## src/rtl/dadc_pkg.sv

```systemverilog
/*
 Shared constants, types and decode helpers for the dual converter
 output control block.
 Assumes one system clock and a synchronous active-high reset.
*/
// Contract
// - Low config levels give offset binary, high two's complement
// - Stabilizer on only at the two middle levels
// - One config input serves both channels
// - Overflow flag high when input is out of range
// - Enable bar high floats data and flag
// - Each channel has its own output enable
// - Power-down low means normal conversion
// - Power-down and enable bar high: sleep, slow wake
// - Power-down high, enable bar low: nap, 100-sample wake
// - Sleep and nap float all channel outputs
// - Each channel's mode follows only its pins
// - Swap select high keeps buses straight, low swaps
// - Mid-scale codes fixed; out of range saturates
// - Stabilizer samples on rising edge only
// - Stabilizer relocks over 100 samples after clock stop
package dadc_pkg;
  localparam int WORD_W = 14;
  localparam int RAW_W = 16;
  localparam int CNT_W = 16;
  localparam logic signed [RAW_W-1:0] CODE_MAX = 16'sh1fff;
  localparam logic signed [RAW_W-1:0] CODE_MIN = 16'she000;
  localparam int CLK_MHZ = 20;
  localparam int SLEEP_WAKE_US = 2000;
  localparam int SLEEP_WAKE_CYC = SLEEP_WAKE_US * CLK_MHZ;
  localparam int NAP_WAKE_SMP = 100;
  localparam int RELOCK_SMP = 100;
  localparam int IDLE_US = 10;
  localparam int IDLE_CYC = IDLE_US * CLK_MHZ;
  localparam logic [1:0] LVL_GND = 2'h0;
  localparam logic [1:0] LVL_THIRD = 2'h1;
  localparam logic [1:0] LVL_TWO_THIRDS = 2'h2;
  localparam logic [1:0] LVL_VDD = 2'h3;
  localparam logic [3:0] REG_STATUS = 4'h0;
  localparam logic [3:0] REG_IRQ_STS = 4'h4;
  localparam logic [3:0] REG_IRQ_MASK = 4'h8;
  localparam int ST_MODE_A = 0;
  localparam int ST_MODE_B = 2;
  localparam int ST_READY_A = 4;
  localparam int ST_READY_B = 5;
  localparam int ST_TWOS = 6;
  localparam int ST_DCS = 7;
  localparam int ST_SWAP = 8;
  localparam int IRQ_W = 4;
  localparam logic [IRQ_W-1:0] IRQ_MASK_RST = 4'h0;

  typedef enum logic [1:0] {
    PM_NORMAL = 2'b00,
    PM_NAP = 2'b01,
    PM_SLEEP = 2'b10
  } dadc_pmode_t;

  typedef struct packed {
    logic valid;
    logic signed [RAW_W-1:0] value;
  } dadc_raw_t;

  typedef struct packed {
    logic [WORD_W-1:0] word;
    logic ovr;
  } dadc_out_t;

  function automatic logic fmt_twos(input logic [1:0] lvl);
    return (lvl == LVL_TWO_THIRDS) || (lvl == LVL_VDD);
  endfunction

  function automatic logic dcs_on(input logic [1:0] lvl);
    return (lvl == LVL_THIRD) || (lvl == LVL_TWO_THIRDS);
  endfunction
endpackage

```

## src/rtl/dadc_chan.sv

```systemverilog
/*
 One converter channel: power mode, wake timing and output word format.
 Assumes its pin inputs are already synchronised to clk_i and raw
 samples arrive as one-cycle valid strobes from the converter core.
*/
`timescale 1ns/1ps
module dadc_chan #(
  parameter int SLEEP_WAKE = dadc_pkg::SLEEP_WAKE_CYC,
  parameter int NAP_WAKE = dadc_pkg::NAP_WAKE_SMP,
  parameter int RELOCK = dadc_pkg::RELOCK_SMP,
  parameter int IDLE_LIM = dadc_pkg::IDLE_CYC
) (
  input wire logic clk_i,
  input wire logic rst_i,
  input wire logic pd_i,
  input wire logic oeb_i,
  input wire logic twos_i,
  input wire logic dcs_i,
  input dadc_pkg::dadc_raw_t raw_i,
  output dadc_pkg::dadc_out_t out_o,
  output logic drive_o,
  output logic ready_o,
  output dadc_pkg::dadc_pmode_t mode_o,
  output logic ovr_evt_o,
  output logic ready_evt_o
);
  import dadc_pkg::*;

  dadc_pmode_t mode_q, mode_d;
  logic [CNT_W-1:0] wait_q, wait_d, idle_q, idle_d;
  logic by_smp_q, by_smp_d, drive_q, drive_d, ready_q, ready_d;
  logic ovr_evt_q, ovr_evt_d, rdy_evt_q, rdy_evt_d;
  dadc_out_t out_q, out_d;
  logic signed [RAW_W-1:0] code;
  logic ovr;

  always_comb begin
    if (!pd_i) begin
      mode_d = PM_NORMAL;
    end else if (oeb_i) begin
      mode_d = PM_SLEEP;
    end else begin
      mode_d = PM_NAP;
    end
    drive_d = (mode_d == PM_NORMAL) && !oeb_i;
    idle_d = raw_i.valid ? '0 :
      (idle_q >= CNT_W'(IDLE_LIM)) ? idle_q : idle_q + 1'b1;
    wait_d = wait_q;
    by_smp_d = by_smp_q;
    if (mode_q == PM_SLEEP && mode_d == PM_NORMAL) begin
      // reference recharge counted in system clocks
      wait_d = CNT_W'(SLEEP_WAKE);
      by_smp_d = 1'b0;
    end else if (mode_q == PM_NAP && mode_d == PM_NORMAL) begin
      wait_d = CNT_W'(NAP_WAKE);
      by_smp_d = 1'b1;
    end else if (dcs_i && raw_i.valid && idle_q >= CNT_W'(IDLE_LIM)) begin
      // sample clock restarted, loop must relock
      wait_d = CNT_W'(RELOCK);
      by_smp_d = 1'b1;
    end else if (wait_q != '0 && (raw_i.valid || !by_smp_q)) begin
      wait_d = wait_q - 1'b1;
    end
    ready_d = (mode_d == PM_NORMAL) && (wait_d == '0);
    rdy_evt_d = ready_d && !ready_q;
    if (raw_i.value > CODE_MAX) begin
      code = CODE_MAX;
      ovr = 1'b1;
    end else if (raw_i.value < CODE_MIN) begin
      code = CODE_MIN;
      ovr = 1'b1;
    end else begin
      code = raw_i.value;
      ovr = 1'b0;
    end
    out_d = out_q;
    ovr_evt_d = 1'b0;
    // one strobe per rising sample edge, falling edge unused
    if (raw_i.valid && mode_q == PM_NORMAL) begin
      // offset binary flips the sign bit
      out_d.word = twos_i ? code[WORD_W-1:0] :
        {~code[WORD_W-1], code[WORD_W-2:0]};
      out_d.ovr = ovr;
      ovr_evt_d = ovr;
    end
  end

  always_ff @(posedge clk_i) begin
    if (rst_i) begin
      mode_q <= PM_NORMAL;
      wait_q <= '0;
      idle_q <= '0;
      by_smp_q <= 1'b0;
      drive_q <= 1'b0;
      ready_q <= 1'b0;
      ovr_evt_q <= 1'b0;
      rdy_evt_q <= 1'b0;
      out_q <= '0;
    end else begin
      mode_q <= mode_d;
      wait_q <= wait_d;
      idle_q <= idle_d;
      by_smp_q <= by_smp_d;
      drive_q <= drive_d;
      ready_q <= ready_d;
      ovr_evt_q <= ovr_evt_d;
      rdy_evt_q <= rdy_evt_d;
      out_q <= out_d;
    end
  end

  assign out_o = out_q;
  assign drive_o = drive_q;
  assign ready_o = ready_q;
  assign mode_o = mode_q;
  assign ovr_evt_o = ovr_evt_q;
  assign ready_evt_o = rdy_evt_q;

  a_low_power_float: assert property (
    @(posedge clk_i) disable iff (rst_i)
    pd_i ##1 pd_i |-> !drive_q)
    else $error("output driven in low-power mode");

  a_nap_wake_load: assert property (
    @(posedge clk_i) disable iff (rst_i)
    (mode_q == PM_NAP && !pd_i) |=> wait_q == CNT_W'(NAP_WAKE) && !ready_q)
    else $error("nap exit did not load sample count");

  a_sleep_wake_load: assert property (
    @(posedge clk_i) disable iff (rst_i)
    (mode_q == PM_SLEEP && !pd_i) |=> wait_q == CNT_W'(SLEEP_WAKE))
    else $error("sleep exit did not load clock count");

  a_sat_high_code: assert property (
    @(posedge clk_i) disable iff (rst_i)
    (raw_i.valid && mode_q == PM_NORMAL && raw_i.value > CODE_MAX)
    |=> out_q.ovr && out_q.word == ($past(twos_i) ? 14'h1fff : 14'h3fff))
    else $error("over-range sample not saturated");

  a_mid_scale: assert property (
    @(posedge clk_i) disable iff (rst_i)
    (raw_i.valid && mode_q == PM_NORMAL && raw_i.value == '0)
    |=> !out_q.ovr && out_q.word == ($past(twos_i) ? 14'h0000 : 14'h2000))
    else $error("mid-scale code wrong for format");
endmodule

```

## src/rtl/dadc_top.sv

```systemverilog
/*
 Output control of a dual 14-bit converter: format and stabilizer
 decode, per-channel power modes, bus swap, pad enables, and a
 classic Wishbone slave with status and interrupt registers.
 Assumes pins are asynchronous and passes them through two flip-flops;
 raw sample strobes come from core logic on clk_i.
*/
`timescale 1ns/1ps
module dadc_top #(
  parameter int SLEEP_WAKE = dadc_pkg::SLEEP_WAKE_CYC,
  parameter int NAP_WAKE = dadc_pkg::NAP_WAKE_SMP,
  parameter int RELOCK = dadc_pkg::RELOCK_SMP,
  parameter int IDLE_LIM = dadc_pkg::IDLE_CYC
) (
  input wire logic clk_i,
  input wire logic rst_i,
  input wire logic wb_cyc_i,
  input wire logic wb_stb_i,
  input wire logic wb_we_i,
  input wire logic [3:0] wb_adr_i,
  input wire logic [3:0] wb_sel_i,
  input wire logic [31:0] wb_dat_i,
  output logic [31:0] wb_dat_o,
  output logic wb_ack_o,
  input wire logic [1:0] cfg_level_i,
  input wire logic chan_a_power_down_i,
  input wire logic chan_b_power_down_i,
  input wire logic chan_a_output_enable_bar_i,
  input wire logic chan_b_output_enable_bar_i,
  input wire logic bus_swap_select_i,
  input dadc_pkg::dadc_raw_t chan_a_raw_i,
  input dadc_pkg::dadc_raw_t chan_b_raw_i,
  output logic [dadc_pkg::WORD_W-1:0] bus_a_word_o,
  output logic bus_a_overrange_o,
  output logic bus_a_oe_n_o,
  output logic [dadc_pkg::WORD_W-1:0] bus_b_word_o,
  output logic bus_b_overrange_o,
  output logic bus_b_oe_n_o,
  output logic twos_format_o,
  output logic dcs_enable_o,
  output logic irq_o
);
  import dadc_pkg::*;

  // Every count must fit the shared counter width and be non-zero
  if (SLEEP_WAKE < 1 || SLEEP_WAKE >= (1 << CNT_W) ||
      NAP_WAKE < 1 || NAP_WAKE >= (1 << CNT_W) ||
      RELOCK < 1 || RELOCK >= (1 << CNT_W) ||
      IDLE_LIM < 1 || IDLE_LIM >= (1 << CNT_W)) begin : g_bad_count
    $error("dadc_top: count parameter out of range");
  end

  // Pin synchronisers; stage one is read only by stage two
  localparam int SYN_W = 7;
  logic [SYN_W-1:0] pin_raw, syn1_q, syn1_d, syn2_q, syn2_d;
  logic [1:0] lvl, lvl_raw, lvl_prev_q, lvl_prev_d, lvl_q, lvl_d;
  logic pd_a, pd_b, oeb_a, oeb_b, swap;

  assign pin_raw = {cfg_level_i, chan_a_power_down_i, chan_b_power_down_i,
    chan_a_output_enable_bar_i, chan_b_output_enable_bar_i,
    bus_swap_select_i};
  assign {lvl_raw, pd_a, pd_b, oeb_a, oeb_b, swap} = syn2_q;
  assign lvl = lvl_q;

  always_comb begin
    syn1_d = pin_raw;
    syn2_d = syn1_q;
    // The level is a two-bit word: take it only once it repeats, so bits
    // that cross a sync edge apart never decode a false level
    lvl_prev_d = lvl_raw;
    lvl_d = (lvl_raw == lvl_prev_q) ? lvl_raw : lvl_q;
  end

  always_ff @(posedge clk_i) begin
    if (rst_i) begin
      syn1_q <= '0;
      syn2_q <= '0;
      lvl_prev_q <= LVL_GND;
      lvl_q <= LVL_GND;
    end else begin
      syn1_q <= syn1_d;
      syn2_q <= syn2_d;
      lvl_prev_q <= lvl_prev_d;
      lvl_q <= lvl_d;
    end
  end

  // one decode shared by both channels
  logic twos_d, twos_q, dcs_d, dcs_q;
  always_comb begin
    twos_d = fmt_twos(lvl);
    dcs_d = dcs_on(lvl);
  end

  dadc_out_t a_out, b_out;
  logic a_drive, b_drive, a_ready, b_ready;
  logic a_ovr_evt, b_ovr_evt, a_rdy_evt, b_rdy_evt;
  dadc_pmode_t a_mode, b_mode;

  dadc_chan #(
    .SLEEP_WAKE(SLEEP_WAKE),
    .NAP_WAKE(NAP_WAKE),
    .RELOCK(RELOCK),
    .IDLE_LIM(IDLE_LIM)
  ) u_chan_a (
    .clk_i(clk_i),
    .rst_i(rst_i),
    .pd_i(pd_a),
    .oeb_i(oeb_a),
    .twos_i(twos_q),
    .dcs_i(dcs_q),
    .raw_i(chan_a_raw_i),
    .out_o(a_out),
    .drive_o(a_drive),
    .ready_o(a_ready),
    .mode_o(a_mode),
    .ovr_evt_o(a_ovr_evt),
    .ready_evt_o(a_rdy_evt)
  );

  dadc_chan #(
    .SLEEP_WAKE(SLEEP_WAKE),
    .NAP_WAKE(NAP_WAKE),
    .RELOCK(RELOCK),
    .IDLE_LIM(IDLE_LIM)
  ) u_chan_b (
    .clk_i(clk_i),
    .rst_i(rst_i),
    .pd_i(pd_b),
    .oeb_i(oeb_b),
    .twos_i(twos_q),
    .dcs_i(dcs_q),
    .raw_i(chan_b_raw_i),
    .out_o(b_out),
    .drive_o(b_drive),
    .ready_o(b_ready),
    .mode_o(b_mode),
    .ovr_evt_o(b_ovr_evt),
    .ready_evt_o(b_rdy_evt)
  );

  // Pad stage: each bus takes the enable of the channel it carries
  dadc_out_t bus_a_q, bus_a_d, bus_b_q, bus_b_d;
  logic oe_a_n_q, oe_a_n_d, oe_b_n_q, oe_b_n_d;
  always_comb begin
    if (swap) begin
      bus_a_d = a_out;
      bus_b_d = b_out;
      oe_a_n_d = !a_drive;
      oe_b_n_d = !b_drive;
    end else begin
      bus_a_d = b_out;
      bus_b_d = a_out;
      oe_a_n_d = !b_drive;
      oe_b_n_d = !a_drive;
    end
  end

  always_ff @(posedge clk_i) begin
    if (rst_i) begin
      bus_a_q <= '0;
      bus_b_q <= '0;
      oe_a_n_q <= 1'b1;
      oe_b_n_q <= 1'b1;
      twos_q <= 1'b0;
      dcs_q <= 1'b0;
    end else begin
      bus_a_q <= bus_a_d;
      bus_b_q <= bus_b_d;
      oe_a_n_q <= oe_a_n_d;
      oe_b_n_q <= oe_b_n_d;
      twos_q <= twos_d;
      dcs_q <= dcs_d;
    end
  end

  // Wishbone slave, one wait state, unmapped reads return zero
  logic ack_q, ack_d;
  logic [31:0] rdat_q, rdat_d;
  logic [IRQ_W-1:0] sts_q, sts_d, mask_q, mask_d, evt, clr;
  logic irq_q, irq_d;
  logic req, wr;

  always_comb begin
    req = wb_cyc_i && wb_stb_i && !ack_q;
    wr = req && wb_we_i && wb_sel_i[0];
    ack_d = req;
    evt = '0;
    evt[0] = a_ovr_evt;
    evt[1] = b_ovr_evt;
    evt[2] = a_rdy_evt;
    evt[3] = b_rdy_evt;
    clr = (wr && wb_adr_i == REG_IRQ_STS) ? wb_dat_i[IRQ_W-1:0] : '0;
    // A new event beats a clear in the same cycle
    sts_d = (sts_q & ~clr) | evt;
    mask_d = (wr && wb_adr_i == REG_IRQ_MASK) ?
      wb_dat_i[IRQ_W-1:0] : mask_q;
    irq_d = |(sts_d & mask_d);
    rdat_d = '0;
    if (req && !wb_we_i) begin
      case (wb_adr_i)
        REG_STATUS: begin
          rdat_d[ST_MODE_A +: 2] = a_mode;
          rdat_d[ST_MODE_B +: 2] = b_mode;
          rdat_d[ST_READY_A] = a_ready;
          rdat_d[ST_READY_B] = b_ready;
          rdat_d[ST_TWOS] = twos_q;
          rdat_d[ST_DCS] = dcs_q;
          rdat_d[ST_SWAP] = swap;
        end
        REG_IRQ_STS: begin
          rdat_d[IRQ_W-1:0] = sts_q;
        end
        REG_IRQ_MASK: begin
          rdat_d[IRQ_W-1:0] = mask_q;
        end
        default: begin
          rdat_d = '0;
        end
      endcase
    end
  end

  always_ff @(posedge clk_i) begin
    if (rst_i) begin
      ack_q <= 1'b0;
      rdat_q <= '0;
      sts_q <= '0;
      mask_q <= IRQ_MASK_RST;
      irq_q <= 1'b0;
    end else begin
      ack_q <= ack_d;
      rdat_q <= rdat_d;
      sts_q <= sts_d;
      mask_q <= mask_d;
      irq_q <= irq_d;
    end
  end

  assign wb_ack_o = ack_q;
  assign wb_dat_o = rdat_q;
  assign irq_o = irq_q;
  assign bus_a_word_o = bus_a_q.word;
  assign bus_a_overrange_o = bus_a_q.ovr;
  assign bus_a_oe_n_o = oe_a_n_q;
  assign bus_b_word_o = bus_b_q.word;
  assign bus_b_overrange_o = bus_b_q.ovr;
  assign bus_b_oe_n_o = oe_b_n_q;
  assign twos_format_o = twos_q;
  assign dcs_enable_o = dcs_q;

  a_dcs_level_map: assert property (
    @(posedge clk_i) disable iff (rst_i)
    ##1 dcs_enable_o == ($past(lvl) == LVL_THIRD ||
      $past(lvl) == LVL_TWO_THIRDS))
    else $error("stabilizer enable does not match level");

  a_fmt_level_map: assert property (
    @(posedge clk_i) disable iff (rst_i)
    ##1 twos_format_o == $past(lvl[1]))
    else $error("format select does not match level");

  a_swap_straight: assert property (
    @(posedge clk_i) disable iff (rst_i)
    swap |=> bus_a_word_o == $past(a_out.word) &&
      bus_b_overrange_o == $past(b_out.ovr))
    else $error("straight routing broken");

  a_swap_cross: assert property (
    @(posedge clk_i) disable iff (rst_i)
    !swap |=> bus_b_word_o == $past(a_out.word) &&
      bus_a_oe_n_o == !$past(b_drive))
    else $error("swapped routing broken");

  a_oe_bar_float: assert property (
    @(posedge clk_i) disable iff (rst_i)
    (oeb_a && swap)[*3] |-> bus_a_oe_n_o)
    else $error("bus driven while enable bar high");

  a_ack_one_cycle: assert property (
    @(posedge clk_i) disable iff (rst_i)
    wb_ack_o |=> !wb_ack_o)
    else $error("ack held longer than one cycle");

  a_irq_follows: assert property (
    @(posedge clk_i) disable iff (rst_i)
    ##1 irq_o == |(sts_q & mask_q))
    else $error("interrupt level disagrees with status");

  a_ovr_sticky: assert property (
    @(posedge clk_i) disable iff (rst_i)
    a_ovr_evt |=> sts_q[0])
    else $error("overflow event lost");

  a_ovr_b_sticky: assert property (
    @(posedge clk_i) disable iff (rst_i)
    b_ovr_evt |=> sts_q[1])
    else $error("channel b overflow event lost");

  a_oe_b_float: assert property (
    @(posedge clk_i) disable iff (rst_i)
    (oeb_b && swap)[*3] |-> bus_b_oe_n_o)
    else $error("bus b driven while its enable bar high");

  a_ack_after_req: assert property (
    @(posedge clk_i) disable iff (rst_i)
    wb_ack_o |-> $past(wb_cyc_i && wb_stb_i))
    else $error("ack without a request");
endmodule
```

## config.mk

```make
export PLATFORM = sky130hd
export DESIGN_NAME = dadc_top
export DESIGN_NICKNAME = d
export VERILOG_FILES = /design/src/rtl/dadc_pkg.sv /design/src/rtl/dadc_chan.sv /design/src/rtl/dadc_top.sv
export SDC_FILE = /design/constraint.sdc
export NUM_CORES = 1
export LEC_CHECK = 0
export BUFFER_PORTS_ARGS = -buffer_cell sky130_fd_sc_hd__buf_4
export CAP_MARGIN = 20
export CORE_MARGIN = 4
export CORE_UTILIZATION = 42
export DETAILED_ROUTE_END_ITERATION = 8
export GPL_TIMING_DRIVEN = 0
export SKIP_CTS_REPAIR_TIMING = 1
export SLEW_MARGIN = 20
export SYNTH_ARGS = -nofsm -noshare
export SYNTH_HDL_FRONTEND = slang
export SYNTH_HIERARCHICAL = 1
export SYNTH_SLANG_ARGS = --single-unit
export TNS_END_PERCENT = 5
```

## constraint.sdc

```tcl
create_clock -name clk_i -period 4.6 [get_ports clk_i]
set_input_delay 0.92 -clock clk_i [delete_from_list [all_inputs] [get_ports clk_i]]
set_output_delay 0.92 -clock clk_i [all_outputs]
set_load 0.005 [all_outputs]
```

==> summary.md <==
| Metric | Value |
|---|---|
| Status | `finished, final reports clean` |
| End point of the critical path | `u_chan_b/ready_evt_o` |
| Max_cap viols | `0` |
| Seq/Total Area, Yosys | `a little under half` |
| CP endpoint kind | `register` |
| Max_slew headroom | `~36%` |
| CTS tree | `built` |
| Fraction of the cycle the final worst path needs | `between 50% and 60%` |
| Cell Int Power | `roughly 3.4 mW` |
| Setup CP Type | `register to register` |
| Reg clk slew, reported paths | `about 70 ps` |
| Fraction of registers with async set/reset | `0%` |
| Critical R2R Capture | `u_chan_b/ready_evt_o` |
| Dpl hpwl | `between 10000 and 15000 um` |
| TritonRoute pass-1 iters | `5` |
| DRC violation count after routing | `0` |
| Crit-path cells | `inv_1, ha_1, or4b_4, or2_4, o21ai_2, mux2_2, o22ai_1, nand2_1, nor4_2` |
| Largest incremental delay on the critical path | `approximately 490 ps` |
| Worst setup SP type | `register` |
| DIE WIDTH | `roughly 140 um` |
| Routability cong. | `approximately 0.86` |
| PD cells | `555 nW/um2` |
| Maximum VDD drop | `about 0.00025 V` |
| # rows | `48` |
| Critical path buffers and inverters | `1` |
| Worst Setup SP | `u_chan_b/wait_q[0]` |
| Initial antenna violation count | `0` |
| Final instance area | `between 9000 and 10000 um2` |
| Avg Vias per Cell | `5.08` |
| Combinational share of power | `32.6%` |
| Hold Vio Cnt, Final | `0` |
| Critical path data arrival time | `3050 ps` |
| Die height | `roughly 140 um` |
| PnR Total Power | `about 5.2 mW` |
| Worst reg2reg setup slack | `around 1900 ps` |
| Most frequent cells in the layout | `dfxtp_1 (179), buf_4 (122), nor2_1 (118), nand2_1 (56), a21oi_1 (50)` |
| Skew-Pair Late Insertion Delay | `~430 ps` |
| Mapped cell area | `7530 um2` |
| Post-synth EDFFs | `0` |
| Net Switching | `between 1.5 and 2 mW` |
| Final Skew | `~14 ps` |
| Yosys warns | `6` |
| Top FF cell, synth | `dfxtp_1` |
| Clk network pwr share | `a little under a third` |
| Fin util | `a little over half` |
| Quantity of I/O buffers inserted on ports | `a little under 100` |
| Min cycle time layout | `about 2700 ps` |
| Core area | `approximately 17000 um2` |
| Final Max Tran Viols | `0` |
| FF-to-FF path depth | `9` |
| GR Overflow Total | `0` |
| GRT Resource Usage Total | `roughly 18%` |
| Max Fclk | `between 300 and 400 MHz` |
| Delay-heaviest family, CP | `simple AND/OR/NAND/NOR gates` |
| Global-route wire length before repair | `about 29000 um` |
| Final ANT Viol Nets | `0` |
| Crit path max-delay cell type | `or4b_4` |
| Unrepaired setup endpoints after global routing | `no` |
| Avg Cell Area, Syn | `approximately 9.2 um2` |
| Starting Density | `43.2%` |
| Sw Share | `between 30% and 40%` |
| Yosys reg bits | `approximately 180` |
| Post-Synthesis Cells | `between 800 and 900` |
| FF-to-FF Start | `u_chan_b/wait_q[0]` |
| # setup viols final | `0` |
| Vias in the first global route | `5733` |
| Register share of total power | `37.2%` |
| Slew @ Worst Pin | `a little under 1000 ps` |
| Num CTS Buffers | `17` |
| Fillers | `1646` |
| Area after DPL | `around 8600 um2` |
| CP Depth | `9` |
| Post-Route WL | `roughly 19000 um` |
| Area growth syn-to-layout | `23.2%` |
| CTS Root Cell | `clkbuf_16` |
| Num Clock Sinks | `179` |
| Critical Path RT | `roughly 4900 ps` |
| Die area | `between 20000 and 25000 um2` |
| Top Ports | `between 150 and 200` |
| Min-Delay Path Class | `register to register` |
| Commonest non-fill, non-tap cell in the layout | `dfxtp_1` |
| Crit path max fanout | `6` |
| Via Count | `6077` |
| CTS max path bufs | `2` |
| # diodes | `0` |
| Initial DRC count | `345` |
| Final setup TNS | `0 ps` |
| WL per Instance | `roughly 16 um` |
| Largest net degree at the start of global routing | `17` |
| Pleak | `around 3.8 nW` |
| Netlist cell types | `58` |
| Net count, final | `approximately 1.1k` |
| Layout cells sized above 1 | `between 15 and 20%` |
| H-tree Lvls | `4` |
-- worst min path at each step --
stage / start / end / depth (start not counted)
floorplan: syn2_q[2] / u_chan_a/drive_o / 1
global placement: syn1_q[4] / syn2_q[4] / 1
detailed placement: syn1_q[2] / syn2_q[2] / 1
CTS: syn1_q[0] / syn2_q[0] / 1
global route: syn1_q[4] / syn2_q[4] / 1
finish: syn1_q[0] / syn2_q[0] / 1
-- kinds of logic (layout without fill, tap and decap cells) --
group	Yosys count	after routing	synth area share, %
other cells	1	23	0.0498
buf+inv	65	195	4.50
mux	42	42	5.62
flops	179	179	47.6
simple gates	346	346	24.8
compound gates	134	134	10.9
xor+xnor	42	42	4.88
fa+ha+maj	10	10	1.66
-- registers in the layout, indices dropped and copies added (netlist names), 2 cells and up --
name / flops
u_chan_b/idle_q: 16
u_chan_a/out_o: 15
u_chan_a/mode_o: 2
mask_q: 4
lvl_prev_q: 2
u_chan_b/mode_o: 2
u_chan_b/wait_q: 16
bus_a_word_o: 14
sts_q: 4
u_chan_a/wait_q: 16
syn2_q: 7
syn1_q: 7
lvl: 2
wb_dat_o: 9
u_chan_b/out_o: 15
u_chan_a/idle_q: 16
bus_b_word_o: 14
-- per-stage QoR --
| step | cells | hold WS (ps) | setup WS [ps] |
|---|---|---|---|
| 6_report | 1196 | 438 | 1860 |
| 5_1_grt | 1196 | 453 | 1690 |
| 4_1_cts | 1196 | 441 | 1860 |
| 3_5_place_dp | 1164 | 424 | 1710 |
| 3_3_place_gp | 1164 | 417 | 1580 |
| 2_1_floorplan | 841 | 413 | 2120 |
-- power by group through the flow --
stage	combinational, mW	clock, mW	sequential, mW
finish	1.68	1.55	1.92
CTS	1.67	1.59	1.91
global placement	1.66	0	1.95
detailed placement	1.66	0	1.95
global route	1.88	1.66	1.95
floorplan	1.35	0	1.90
-- cell usage after synthesis, drive strengths merged (6+ instances only) --
cell | instances | area (um2)
and2 | 21 | 131
inv | 13 | 48.8
or4 | 10 | 90.1
nand4 | 16 | 106
xor2 | 26 | 228
ha | 10 | 125
a21o | 6 | 45.0
a21oi | 50 | 250
buf | 30 | 208
o31ai | 6 | 45.0
xnor2 | 16 | 140
nand2 | 56 | 210
o21ai | 38 | 198
nand2b | 6 | 37.5
mux2i | 40 | 400
nor2 | 118 | 443
dfxtp | 179 | 3580
nor2b | 28 | 175
and3 | 10 | 62.6
nand3 | 8 | 40.0
clkbuf | 22 | 82.6
nor3 | 24 | 120
nor4 | 19 | 189
or2 | 8 | 60.1
-- cell type report --
type	instances	area (um2)	share of cell area (%)
buffer	52	290	3.13
clock buffer	18	439	4.73
clock inverter	14	200	2.16
inverter	13	48.8	0.526
multi-input combinational	597	3700	39.8
sequential	179	3580	38.6
tap	225	282	3.04
timing repair buffer	98	736	7.93
-- worst reg2reg max path: stages (launching register included) --
cell	delay, ps
dfxtp_1	350
inv_1	120
ha_1	150
or4b_4	490
or2_4	300
o21ai_2	270
mux2_2	370
o22ai_1	150
nand2_1	140
nor4_2	290
-- per-layer routing --
layer | wire length, um | global-route usage, %
met4 | 287 | 5.05
met5 | 0 | 0
met2 | 8400 | 28.5
met3 | 953 | 4.95
met1 | 8910 | 25.6
No activity file was read; power rests on OpenSTA's default activity.
